### config.mk
export PLATFORM = sky130hd
export DESIGN_NAME = vic_top
export DESIGN_NICKNAME = d
export VERILOG_FILES = /design/src/core/vic_pkg.sv /design/src/core/vic_edge_sync.sv /design/src/core/vic_top.sv
export VERILOG_INCLUDE_DIRS = /design/src /design/src/core
export SDC_FILE = /design/constraint.sdc
export NUM_CORES = 1
export LEC_CHECK = 0
export BUFFER_PORTS_ARGS = -buffer_cell sky130_fd_sc_hd__buf_2
export CAP_MARGIN = 15
export CORE_MARGIN = 2
export CORE_UTILIZATION = 40
export DETAILED_ROUTE_END_ITERATION = 8
export GPL_ROUTABILITY_DRIVEN = 0
export PLACE_DENSITY_LB_ADDON = 0.3
export SYNTH_ARGS = -nofsm -noshare
export SYNTH_HDL_FRONTEND = slang
export SYNTH_SLANG_ARGS = --single-unit
### constraint.sdc
create_clock -name SYS_CLK -period 2.2 [get_ports SYS_CLK]
set_input_delay 0.44 -clock SYS_CLK [delete_from_list [all_inputs] [get_ports SYS_CLK]]
set_output_delay 0.44 -clock SYS_CLK [all_outputs]
set_load 0.01 [all_outputs]
### src/core/vic_regs.svh
// Purpose: register offsets, field positions, reset values for the interrupt controller
// Assumes: apb, 32-bit data, one aligned word per register
// Notes: definitions only
`ifndef VIC_REGS_SVH
`define VIC_REGS_SVH

`define VIC_OFF_CTRL0     12'h000
`define VIC_OFF_CTRL1     12'h004
`define VIC_OFF_CTRL2     12'h008
`define VIC_OFF_GRP0      12'h00c
`define VIC_OFF_GRP1      12'h010
`define VIC_OFF_GRP2      12'h014
`define VIC_OFF_GRP3      12'h018
`define VIC_OFF_EDGE      12'h01c
`define VIC_OFF_STACK     12'h020
`define VIC_OFF_STATUS    12'h024

`define VIC_RST_BYTE      8'h00
`define VIC_MASK_CTRL0    8'h7f
`define VIC_MASK_FULL     8'hff
`define VIC_MASK_GRP0     8'h33
`define VIC_MASK_GRP2     8'h77
`define VIC_MASK_EDGE     8'h0f

`define VIC_BIT_GIE       0
`define VIC_EDGE_OFF      2'b00
`define VIC_EDGE_RISE     2'b01
`define VIC_EDGE_FALL     2'b10
`define VIC_EDGE_BOTH     2'b11

`define VIC_NUM_SRC       9
`define VIC_NUM_MEMBERS   20
`define VIC_STACK_DEPTH   8

`endif

### src/core/vic_pkg.sv
// Purpose: types for the interrupt controller
// Assumes: nothing
// Notes: source index order is also the fixed priority, 0 highest
package vic_pkg;
	typedef logic [7:0] vic_byte_t;
	typedef logic [3:0] vic_src_t;
	typedef enum logic [2:0]
	{
		VIC_IDLE  = 3'b001,
		VIC_TAKE  = 3'b010,
		VIC_WAIT  = 3'b100
	} vic_state_e;
endpackage : vic_pkg

### src/core/vic_edge_sync.sv
// Purpose: synchronise one external pin and detect the selected edge
// Assumes: pin is asynchronous to SYS_CLK
// Notes: a change counts once the second and third stages agree
`timescale 1ns/1ps
`default_nettype none
`include "vic_regs.svh"
module vic_edge_sync
(
	// clock and reset
	input  wire logic       clk,
	input  wire logic       rst_n,
	// pin and control
	input  wire logic       pin,
	input  wire logic       route_en,
	input  wire logic [1:0] edge_sel,
	// event
	output logic            hit
);
	logic [2:0] sync_ff;
	logic       level_ff;
	logic       agree;

	always_ff @(posedge clk)
	begin
		if (!rst_n)
			sync_ff <= 3'h0;
		else
			sync_ff <= {sync_ff[1:0], pin};
	end

	// first stage is read only by the second stage
	assign agree = (sync_ff[1] == sync_ff[2]);

	always_ff @(posedge clk)
	begin
		if (!rst_n)
			level_ff <= 1'b0;
		else if (agree)
			level_ff <= sync_ff[2];
	end

	always_comb
	begin
		hit = 1'b0;
		if (route_en && agree && (sync_ff[2] != level_ff))
		begin
			case (edge_sel)
				`VIC_EDGE_RISE: hit = sync_ff[2];
				`VIC_EDGE_FALL: hit = ~sync_ff[2];
				`VIC_EDGE_BOTH: hit = 1'b1;
				default:        hit = 1'b0;
			endcase
		end
	end
endmodule : vic_edge_sync
`default_nettype wire

### src/core/vic_top.sv
// Purpose: vectored interrupt controller with apb register file
// Assumes: core raises INSN_BOUNDARY between instructions, acks each vector
// Notes: priority is source index order, lowest index wins
//
// Contract
// source events always set their request flag
// disabled flags stay latched, never vector
// global enable low suppresses every interrupt
// push return address, then load vector
// return instruction pops the saved address
// servicing clears the global enable
// requests during service still latch flags
// software re-enables global for nesting
// full stack blocks all acknowledgement
// one request chosen by fixed priority
// any set flag wakes from sleep
// pre-set flag avoids unwanted wake-up; code raises WAKE_UP on every set event, flag pre-set or not
// pin flag set on selected edge
// edge select off, rise, fall, both
// pin active only when enabled and routed
// pin service clears its own flag
// groups share one vector per group
// enabled member flag sets group flag
// group service leaves member flags set
// control 0 layout, global at bit 0
// control 1 layout, converter at bit 7
// control 2 layout, group 3 at bit 7
// each member has flag and enable
// one means pending or enabled, unused zero
// flags writable, all reset to zero
// present at boundary, clear with vector load
`timescale 1ns/1ps
`default_nettype none
`include "vic_regs.svh"
module vic_top
#(
	parameter int STACK_DEPTH = `VIC_STACK_DEPTH
)
(
	// clock and reset
	input  wire logic        SYS_CLK,
	input  wire logic        RESET_N,
	// apb slave
	input  wire logic        PSEL,
	input  wire logic        PENABLE,
	input  wire logic        PWRITE,
	input  wire logic [11:0] PADDR,
	input  wire logic [31:0] PWDATA,
	output logic      [31:0] PRDATA,
	output logic             PREADY,
	output logic             PSLVERR,
	// external pins and pin-sharing routes
	input  wire logic        EXT_IRQ_PIN0,
	input  wire logic        EXT_IRQ_PIN1,
	input  wire logic [1:0]  PIN_ROUTE_IRQ,
	// internal event pulses
	input  wire logic        TOUCH_EVENT,
	input  wire logic        SERIAL_PORT_EVENT,
	input  wire logic        CONVERTER_DONE_EVENT,
	input  wire logic [1:0]  TIMEBASE_EVENT,
	input  wire logic [`VIC_NUM_MEMBERS-1:0] MEMBER_EVENT,
	// core sequencer
	input  wire logic        INSN_BOUNDARY,
	input  wire logic        VECTOR_ACK,
	input  wire logic        RETURN_FROM_INTERRUPT,
	input  wire logic        STACK_POP_SW,
	output logic             IRQ_REQ,
	output vic_pkg::vic_src_t IRQ_VECTOR,
	output logic             STACK_PUSH,
	output logic             STACK_POP,
	output logic             WAKE_UP
);
	import vic_pkg::*;

	////////////////////////////////////////////////////////////////////////////
	// register state
	vic_byte_t  ctrl0_ff, ctrl1_ff, ctrl2_ff;
	vic_byte_t  grp_ff [4];
	logic [3:0] edge_ff;
	logic [$clog2(STACK_DEPTH+1)-1:0] sp_ff;
	vic_state_e state_ff;
	vic_src_t   vec_ff;
	logic       stack_full;

	// apb decode
	logic       wr_en, rd_en;
	logic [11:0] addr;
	assign addr  = PADDR;
	assign wr_en = PSEL && PENABLE && PWRITE && PREADY;
	assign rd_en = PSEL && !PENABLE && !PWRITE;

	function automatic logic hit_addr(input logic [11:0] a, input logic [11:0] off);
		hit_addr = (a == off);
	endfunction : hit_addr

	function automatic logic is_mapped(input logic [11:0] a);
		is_mapped = (a <= `VIC_OFF_STATUS) && (a[1:0] == 2'b00);
	endfunction : is_mapped

	////////////////////////////////////////////////////////////////////////////
	// pins
	logic [1:0] pin_hit;
	logic [1:0] pins;
	assign pins = {EXT_IRQ_PIN1, EXT_IRQ_PIN0};

	genvar gp;
	generate
		for (gp = 0; gp < 2; gp++)
		begin : g_pin
			vic_edge_sync u_sync
			(
				.clk      (SYS_CLK),
				.rst_n    (RESET_N),
				.pin      (pins[gp]),
				.route_en (ctrl0_ff[1+gp] && PIN_ROUTE_IRQ[gp]),
				.edge_sel (edge_ff[2*gp +: 2]),
				.hit      (pin_hit[gp])
			);
		end
	endgenerate

	////////////////////////////////////////////////////////////////////////////
	// group member flags: byte layout per group, flags high nibble, enables low
	// member events map onto the flag positions in order
	logic [3:0] grp_evt [4];
	logic [3:0] grp_set;
	always_comb
	begin
		grp_evt[0] = {2'b00, MEMBER_EVENT[1:0]};
		grp_evt[1] = MEMBER_EVENT[5:2];
		grp_evt[2] = {1'b0, MEMBER_EVENT[8:6]};
		grp_evt[3] = {2'b00, MEMBER_EVENT[10:9]};
	end

	function automatic vic_byte_t grp_mask(input int g);
		case (g)
			0:       grp_mask = `VIC_MASK_GRP0;
			2:       grp_mask = `VIC_MASK_GRP2;
			3:       grp_mask = `VIC_MASK_GRP0;
			default: grp_mask = `VIC_MASK_FULL;
		endcase
	endfunction : grp_mask

	genvar gg;
	generate
		for (gg = 0; gg < 4; gg++)
		begin : g_grp
			// enabled member raising its flag sets the group flag
			assign grp_set[gg] = |(grp_evt[gg] & grp_ff[gg][3:0]);

			always_ff @(posedge SYS_CLK)
			begin
				if (!RESET_N)
					grp_ff[gg] <= `VIC_RST_BYTE;
				else if (wr_en && hit_addr(addr, 12'(`VIC_OFF_GRP0 + 4*gg)))
					grp_ff[gg] <= (PWDATA[7:0] | {grp_evt[gg], 4'h0}) & grp_mask(gg);
				else
					grp_ff[gg] <= (grp_ff[gg] | {grp_evt[gg], 4'h0}) & grp_mask(gg);
			end
		end
	endgenerate

	////////////////////////////////////////////////////////////////////////////
	// primary sources, index = priority
	// pending: 0 pin0 1 pin1 2 touch 3 serial 4 grp0 5 grp1 6 conv 7 grp2 8 tb0 9 tb1 (grp3 via bit 10)
	logic [10:0] pend_flag, pend_en;
	assign pend_flag = {ctrl2_ff[7], ctrl2_ff[6], ctrl2_ff[5], ctrl2_ff[4], ctrl1_ff[7],
		ctrl1_ff[6], ctrl1_ff[5], ctrl1_ff[4], ctrl0_ff[6], ctrl0_ff[5], ctrl0_ff[4]};
	assign pend_en = {ctrl2_ff[3], ctrl2_ff[2], ctrl2_ff[1], ctrl2_ff[0], ctrl1_ff[3],
		ctrl1_ff[2], ctrl1_ff[1], ctrl1_ff[0], ctrl0_ff[3], ctrl0_ff[2], ctrl0_ff[1]};

	logic [10:0] active;
	logic        any_active;
	vic_src_t    pick;
	assign active     = pend_flag & pend_en;
	assign any_active = |active;

	always_comb
	begin
		pick = 4'h0;
		for (int i = 10; i >= 0; i--)
			if (active[i])
				pick = 4'(i);
	end

	// serviced-flag clear masks, bit position in each control byte
	logic [7:0] clr0, clr1, clr2;
	always_comb
	begin
		clr0 = 8'h00;
		clr1 = 8'h00;
		clr2 = 8'h00;
		if (state_ff == VIC_TAKE && VECTOR_ACK)
		begin
			clr0[`VIC_BIT_GIE] = 1'b1;
			case (vec_ff)
				4'h0: clr0[4] = 1'b1;
				4'h1: clr0[5] = 1'b1;
				4'h2: clr0[6] = 1'b1;
				4'h3: clr1[4] = 1'b1;
				4'h4: clr1[5] = 1'b1;
				4'h5: clr1[6] = 1'b1;
				4'h6: clr1[7] = 1'b1;
				4'h7: clr2[4] = 1'b1;
				4'h8: clr2[5] = 1'b1;
				4'h9: clr2[6] = 1'b1;
				4'ha: clr2[7] = 1'b1;
				default: clr0[`VIC_BIT_GIE] = 1'b1;
			endcase
		end
	end

	// event set masks; set wins over any clear
	logic [7:0] set0, set1, set2;
	assign set0 = {1'b0, TOUCH_EVENT, pin_hit, 4'h0};
	assign set1 = {CONVERTER_DONE_EVENT, grp_set[1], grp_set[0], SERIAL_PORT_EVENT, 4'h0};
	assign set2 = {grp_set[3], TIMEBASE_EVENT[1], TIMEBASE_EVENT[0], grp_set[2], 4'h0};

	function automatic vic_byte_t upd(input vic_byte_t cur, input logic we, input vic_byte_t wd,
		input vic_byte_t clr, input vic_byte_t set, input vic_byte_t msk);
		vic_byte_t base;
		base = we ? wd : (cur & ~clr);
		upd  = (base | set) & msk;
	endfunction : upd

	always_ff @(posedge SYS_CLK)
	begin
		if (!RESET_N)
		begin
			ctrl0_ff <= `VIC_RST_BYTE;
			ctrl1_ff <= `VIC_RST_BYTE;
			ctrl2_ff <= `VIC_RST_BYTE;
		end
		else
		begin
			ctrl0_ff <= upd(ctrl0_ff, wr_en && hit_addr(addr, `VIC_OFF_CTRL0), PWDATA[7:0], clr0, set0,
				`VIC_MASK_CTRL0);
			ctrl1_ff <= upd(ctrl1_ff, wr_en && hit_addr(addr, `VIC_OFF_CTRL1), PWDATA[7:0], clr1, set1,
				`VIC_MASK_FULL);
			ctrl2_ff <= upd(ctrl2_ff, wr_en && hit_addr(addr, `VIC_OFF_CTRL2), PWDATA[7:0], clr2, set2,
				`VIC_MASK_FULL);
		end
	end

	always_ff @(posedge SYS_CLK)
	begin
		if (!RESET_N)
			edge_ff <= 4'h0;
		else if (wr_en && hit_addr(addr, `VIC_OFF_EDGE))
			edge_ff <= PWDATA[3:0];
	end

	////////////////////////////////////////////////////////////////////////////
	// return stack depth tracking
	assign stack_full = (sp_ff == ($clog2(STACK_DEPTH+1))'(STACK_DEPTH));

	always_ff @(posedge SYS_CLK)
	begin
		if (!RESET_N)
			sp_ff <= '0;
		else if (wr_en && hit_addr(addr, `VIC_OFF_STACK))
			sp_ff <= PWDATA[$clog2(STACK_DEPTH+1)-1:0];
		else if (state_ff == VIC_TAKE && VECTOR_ACK)
			sp_ff <= sp_ff + 1'b1;
		else if ((RETURN_FROM_INTERRUPT || STACK_POP_SW) && sp_ff != '0)
			sp_ff <= sp_ff - 1'b1;
	end

	////////////////////////////////////////////////////////////////////////////
	// request sequencer
	logic take_ok;
	assign take_ok = ctrl0_ff[`VIC_BIT_GIE] && any_active && !stack_full && INSN_BOUNDARY;

	always_ff @(posedge SYS_CLK)
	begin
		if (!RESET_N)
		begin
			state_ff <= VIC_IDLE;
			vec_ff   <= 4'h0;
		end
		else
		begin
			case (state_ff)
				VIC_IDLE:
				begin
					if (take_ok)
					begin
						state_ff <= VIC_TAKE;
						vec_ff   <= pick;
					end
				end
				VIC_TAKE:
					if (VECTOR_ACK)
						state_ff <= VIC_WAIT;
				VIC_WAIT:
					state_ff <= VIC_IDLE;
				default:
					state_ff <= VIC_IDLE;
			endcase
		end
	end

	// outputs, all registered
	always_ff @(posedge SYS_CLK)
	begin
		if (!RESET_N)
		begin
			IRQ_REQ    <= 1'b0;
			IRQ_VECTOR <= 4'h0;
			STACK_PUSH <= 1'b0;
			STACK_POP  <= 1'b0;
			WAKE_UP    <= 1'b0;
		end
		else
		begin
			IRQ_REQ    <= (state_ff == VIC_IDLE) && take_ok;
			IRQ_VECTOR <= (state_ff == VIC_IDLE && take_ok) ? pick : IRQ_VECTOR;
			STACK_PUSH <= (state_ff == VIC_TAKE) && VECTOR_ACK;
			STACK_POP  <= RETURN_FROM_INTERRUPT && (sp_ff != '0);
			WAKE_UP    <= |{set0, set1, set2};
		end
	end

	////////////////////////////////////////////////////////////////////////////
	// apb read path; zero-wait, ready in the cycle after each setup
	vic_byte_t rd_byte;
	always_comb
	begin
		rd_byte = 8'h00;
		case (addr)
			`VIC_OFF_CTRL0:  rd_byte = ctrl0_ff;
			`VIC_OFF_CTRL1:  rd_byte = ctrl1_ff;
			`VIC_OFF_CTRL2:  rd_byte = ctrl2_ff;
			`VIC_OFF_GRP0:   rd_byte = grp_ff[0];
			`VIC_OFF_GRP1:   rd_byte = grp_ff[1];
			`VIC_OFF_GRP2:   rd_byte = grp_ff[2];
			`VIC_OFF_GRP3:   rd_byte = grp_ff[3];
			`VIC_OFF_EDGE:   rd_byte = {4'h0, edge_ff};
			`VIC_OFF_STACK:  rd_byte = 8'(sp_ff);
			`VIC_OFF_STATUS: rd_byte = {stack_full, state_ff, vec_ff};
			default:         rd_byte = 8'h00;
		endcase
	end

	always_ff @(posedge SYS_CLK)
	begin
		if (!RESET_N)
		begin
			PRDATA  <= 32'h0;
			PREADY  <= 1'b0;
			PSLVERR <= 1'b0;
		end
		else
		begin
			PREADY  <= PSEL && !PENABLE;
			PSLVERR <= PSEL && !PENABLE && !is_mapped(addr);
			if (rd_en)
				PRDATA <= {24'h0, rd_byte};
		end
	end
endmodule : vic_top
`default_nettype wire

After elaboration in Yosys (flattened, before gate mapping)

Memory sizes are Yosys's and may differ from the RTL's.
Cells that the tools add are included.

Register bits after elaboration: 64
Bits in writable memories: 32
Memories kept: 1
Output and inout port bits: 42
Logic and storage cells: 209

$add $sub $neg: 2
Mux-type cells: 73
$lt $le $gt $ge: 1
Reductions and logical operators: 47
Bitwise gates (word level): 32
Eq/ne operators: 34

Memories:

| name   | depth | bits a word | rd ports | clocked after memory_dff | write ports | line          | source |
|---|---|---|---|---|---|---|---|
| grp_ff | 4     | 8           | 4        | 0                        | 4           | vic_top.sv:78 | `vic_byte_t grp_ff [4];` |

Operators with widths:

| kind                | count |
|---|---|
| $mux 8              | 10 |
| $pmux 8 s10         | 1 |
| $mux 4              | 16 |
| $eq 12x5->1 const B | 4 |
| $mux 1              | 39 |
| $or 8x8->8          | 4 |
| $logic_and 1x1->1   | 29 |
| $eq 12x4->1 const B | 2 |
| $eq 12x6->1 const B | 2 |
| $or 6x6->6          | 4 |
| $reduce_or 23->1    | 1 |
| $or 7x7->7          | 3 |
| $and 8x8->8         | 2 |
| $eq 4x3->1 const B  | 4 |
| $eq 4x4->1 const B  | 4 |
| $not 8->8           | 2 |
| $reduce_or 4->1     | 4 |
| $eq 12x3->1 const B | 1 |
| $le 12x6->1 const B | 1 |
| $logic_not 12->1    | 1 |
| $and 11x11->11      | 1 |
| $reduce_or 11->1    | 1 |
| $mux 3              | 3 |
| $and 2x4->4         | 2 |
| 27 further kinds    | 48 |

Logic depth before layout (Yosys ltp)

Depth in word-level cells: 12
Gate-level depth with buffers: 8
Gate-level depth less buffers: 8

Hierarchy

From an unflattened synthesis, not the netlist that was laid out.

Cells, all modules: 512
Area total of the unflattened synthesis: 4570.6 um^2

Modules (own cells, without submodules):

| module        | seq. area each (um^2) | times used | area each (um^2) | cells an instance |
|---|---|---|---|---|
| vic_top       | 1701.6                | 1          | 4282.9           | 486 |
| vic_edge_sync | 80.1                  | 2          | 143.9            | 13 |

Worst setup path after synthesis

OpenSTA, ideal clock, no wires.

Path type: input port to flip-flop
Start point: input PADDR[5]
End point: memory grp_ff[2][6] in the netlist's numbering, data pin
Cell stages on the path: 7
Path buffers: 2
Path slack: -0.015 ns
Library setup time: 0.270 ns
Arrival: 1.945 ns
Cells stage by stage: or4b_1 > clkbuf_1 > nor3_2 > and2_0 > buf_2 > mux2i_1 > a21oi_1

RTL lines:

| what        | line          | source |
|---|---|---|
| from (decl) | vic_top.sv:47 | `input wire logic [11:0] PADDR,` |
| to (decl)   | vic_top.sv:78 |  |

Final worst setup path

Start point: register state_ff[1]
End point: register sp_ff[3]

Word-level cells in the longest chain between the ends: 4

RTL lines:

| what                   | line           | source |
|---|---|---|
| from (decl)            | vic_top.sv:81  | `vic_state_e state_ff;` |
| from (signal assigned) | vic_top.sv:278 | `state_ff <= VIC_IDLE;` |
| from (signal assigned) | vic_top.sv:288 | `state_ff <= VIC_TAKE;` |
| from (signal assigned) | vic_top.sv:294 | `state_ff <= VIC_WAIT;` |
| $eq 3x2->1 (*)         | vic_top.sv:263 | `else if (state_ff == VIC_TAKE && VECTOR_ACK)` |
| $logic_and 1x1->1 (*)  | vic_top.sv:263 |  |
| $mux 4                 | vic_top.sv:263 |  |
| $mux 4                 | vic_top.sv:261 | `` else if (wr_en && hit_addr(addr, `VIC_OFF_STACK)) `` |
| to (signal assigned)   | vic_top.sv:262 | `sp_ff <= PWDATA[$clog2(STACK_DEPTH+1)-1:0];` |
| to (signal assigned)   | vic_top.sv:264 | `sp_ff <= sp_ff + 1'b1;` |
| to (signal assigned)   | vic_top.sv:266 | `sp_ff <= sp_ff - 1'b1;` |
| to (decl)              | vic_top.sv:80  | `logic [$clog2(STACK_DEPTH+1)-1:0] sp_ff;` |

Mark *: on every way between the ends. The rest lies on a longest branch, timed or not.
A chain may end at the register's enable or synchronous reset.

==> summary.md <==
| Metric | Value |
|---|---|
| Crit start category | `flip-flop` |
| Die H | `110.3 um` |
| Max FO, Critical Path | `5` |
| Flops & latches, synth | `82` |
| GR Overflow Total | `0` |
| CTS H-tree lvls | `3` |
| DP Cell Count | `750` |
| Vias in the first global route | `4041` |
| IO Port Bufs | `66` |
| Relative slew margins | `51.38%` |
| Area leader, netlist | `dfxtp_1` |
| Worst hold path depth | `2` |
| Initial core utilization | `41.32%` |
| CP Class | `reg2reg` |
| Total track usage | `23.38%` |
| Peak supply drop | `560.2 uV` |
| Power Density | `686.3 nW/um^2` |
| Final worst setup slack | `168.1 ps` |
| Max Clk Rate | `0.4922 GHz` |
| Share of the synthesized area in the top cell type | `26.59%` |
| Cts bufs inserted | `9` |
| Post-synthesis sequential area ratio | `41.21%` |
| Max-slew violation count | `0` |
| Vias/cell | `5.645` |
| Cells after synthesis | `527` |
| FFs w/ async S/R, synth | `0%` |
| Final nets | `707` |
| Worst slack, placed | `-158.8 ps` |
| Layout Skew | `7.468 ps` |
| Die area | `12160 um^2` |
| Ys Warns | `0` |
| Routed via count | `4330` |
| Setup TNS | `0 ps` |
| Layout cell share with drive strength beyond 1 | `21.05%` |
| Initial antenna violation count | `0` |
| # diodes | `0` |
| RSZ-0062 raised after global routing | `false` |
| Post-DP HPWL | `10400 um` |
| Syn avg cell area | `8.573 um^2` |
| Number of flops mapped to enable cells by yosys | `22` |
| Residual DRC count | `0` |
| Die width | `110.3 um` |
| Slowest cell on the critical path | `dfxtp_1` |
| Standard-cell rows | `38` |
| Finished Cell Area | `5423 um^2` |
| Max Cap Viol | `0` |
| Worst path max stage delay | `400 ps` |
| P&R area growth vs syn | `20.02%` |
| Pwr Total | `3.721 mW` |
| Synth Cell Area | `4518 um^2` |
| Worst setup EP type | `flip-flop` |
| Synth Flop Type | `dfxtp_1` |
| I/O Pins | `124` |
| Critical Path RT | `2450 ps` |
| Wire length per cell | `18.05 um` |
| Root Buffer | `clkbuf_16` |
| Final Hold Fails | `0` |
| Worst Hold Class | `in2reg` |
| Core footprint | `10940 um^2` |
| Placed Area | `5135 um^2` |
| Dominant cells by area after synthesis | `dfxtp_1 27%, edfxtp_1 15%, nand2_1 6.3%` |
| Worst-path cell chain | `and4bb_2, clkinvlp_4, ha_1, a21o_1, a21oi_1, mux2i_1, nand4_1, o221ai_1` |
| CTS tree | `yes` |
| DRT Pass-1 Iters | `5` |
| Clock sinks | `82` |
| Antenna-violating nets left | `0` |
| Min Tclk post-route | `2032 ps` |
| First-pass GRT wire length | `21330 um` |
| Pin count of the biggest net entering global routing | `51` |
| Number of distinct library cells after synthesis | `68` |
| R2R cell count | `8` |
| Clk_lat worst skew | `340 ps` |
| Fin crit share | `92.36%` |
| Status | `completed` |
| Initial DRC count | `416` |
| Cts hold-fix bufs | `0` |
| Leak | `2.258 nW` |
| Worst Tran Pin Value | `729.3 ps` |
| Clock slew at the register clock pins of the worst setup and hold paths | `60 ps` |
| WL final | `13850 um` |
| WP data arrival | `2290 ps` |
| CTS max path bufs | `2` |
| Setup violators final | `0` |
| Finished Layout Cells | `767` |
[area by class of cell]
type	instances	area [um^2]
clock inverter	4	28.78
multi-input combinational	412	2440
timing repair buffer	101	605.6
fill	1070	5513
sequential	82	1862
tap	140	175.2
clock buffer	12	247.7
inverter	16	63.81
[Yosys cell counts, types with 3 or more instances]
library cell / number
nand4b_1: 3
a21oi_1: 52
nand3b_1: 3
a22o_1: 4
clkbuf_1: 19
nor2b_1: 8
dfxtp_1: 60
edfxtp_1: 22
a21o_1: 5
and3_1: 4
a211o_1: 3
o21ai_0: 13
a221oi_1: 4
buf_2: 4
a22oi_1: 11
mux2i_1: 25
nand2b_1: 3
or4_1: 3
a31oi_1: 6
nor3_1: 9
nor2_1: 34
o311a_1: 3
inv_1: 15
nor4_1: 8
or2_2: 4
nand4_1: 3
buf_4: 25
nor3b_1: 5
nand2_1: 76
nand3_1: 27
mux2_2: 3
a211oi_1: 5
and2_1: 11
[layer usage]
layer,GRT usage (%),vias up,part of all wire [%]
li1,-,2060,-
met1,31.80,2031,43
met2,37.07,210,46
met3,3.880,29,8.2
met4,9.286,0,2.6
met5,0,-,0
[cell usage in the layout (no fill, tap or decap), types with 3 or more instances in the layout]
master	netlist	final
nand4_1	3	3
a31oi_1	6	6
and3_1	4	4
or4_1	3	3
and2_1	11	11
buf_4	25	34
a22oi_1	11	11
clkbuf_16	0	9
nor3_1	9	9
mux2i_1	25	25
nor4_1	8	8
a21o_1	5	5
clkinvlp_4	0	3
inv_1	15	15
a21oi_1	52	52
nand4b_1	3	3
nand3b_1	3	3
nand3_1	27	27
buf_2	4	66
a211o_1	3	3
a211oi_1	5	5
dfxtp_1	60	60
nand2b_1	3	3
a221oi_1	4	4
nor2_1	34	34
a22o_1	4	4
nor2b_1	8	8
edfxtp_1	22	22
nand2_1	76	76
mux2_2	3	3
o311a_1	3	3
o21ai_0	13	13
or2_2	4	4
conb_1	2	35
nor3b_1	5	5
[power breakdown]
part           internal (mW)  switching (mW)
Sequential              1.63           0.102
Clock                  0.801           0.611
Combinational          0.256           0.319
[final timing paths]
check,endpoint,slack [ps],start
max,sp_ff[3]$_SDFFE_PN0P_,170,state_ff[1]$_SDFFE_PN0P_
min reg2reg,g_pin[1].u_sync.sync_ff[1]$_SDFF_PN0_,430,g_pin[1].u_sync.sync_ff[0]$_SDFF_PN0_
min,g_pin[0].u_sync.sync_ff[0]$_SDFF_PN0_,310,EXT_IRQ_PIN0
max reg2reg,sp_ff[3]$_SDFFE_PN0P_,170,state_ff[1]$_SDFFE_PN0P_
[timing repair]
action	CTS	global route
hold endpoints to repair	0	0
endpoints found under the setup margin	0	1
gates resized for setup	0	1
setup buffers	0	1
[worst max-delay path, delay by kind of cell, from the launching register on]
family                   cells  cell delay (ps)
multiplexers                 1              270
adder cells (fa/ha/maj)      1              290
AND/OR/NAND/NOR              2              420
flip-flops                   1              400
buffers and inverters        1              140
AO/OA/AOI/OAI                3              420
[metrics by stage]
step | util (%) | hold WS [ps]
finish | 49.59 | 306.6
global route | 49.59 | 308.0
CTS | 49.49 | 296.2
detailed placement | 46.96 | 420.3
global placement | 46.96 | 413.2
floorplan | - | 411.9
[kinds of logic after synthesis]
kind of cell / Yosys count / share of synthesized area [%]
AOI/OAI and AO/OA: 128 / 18.67
buffers and inverters: 66 / 7.671
other: 2 / 0.1662
muxes: 28 / 6.286
DFF: 82 / 41.21
adders and majority gates: 3 / 0.9969
and+or+nand+nor: 216 / 24.62
xor gates and xnor gates: 2 / 0.3878
[state kept, by name (all words and copies together), names as in the netlist, 6 cells and up]
name                  cells
PRDATA                    8
ctrl0_ff                  7
ctrl1_ff                  8
ctrl2_ff                  8
g_pin.u_sync.sync_ff      6
grp_ff                   22
Note: power is estimated with default switching activity, not from simulation.
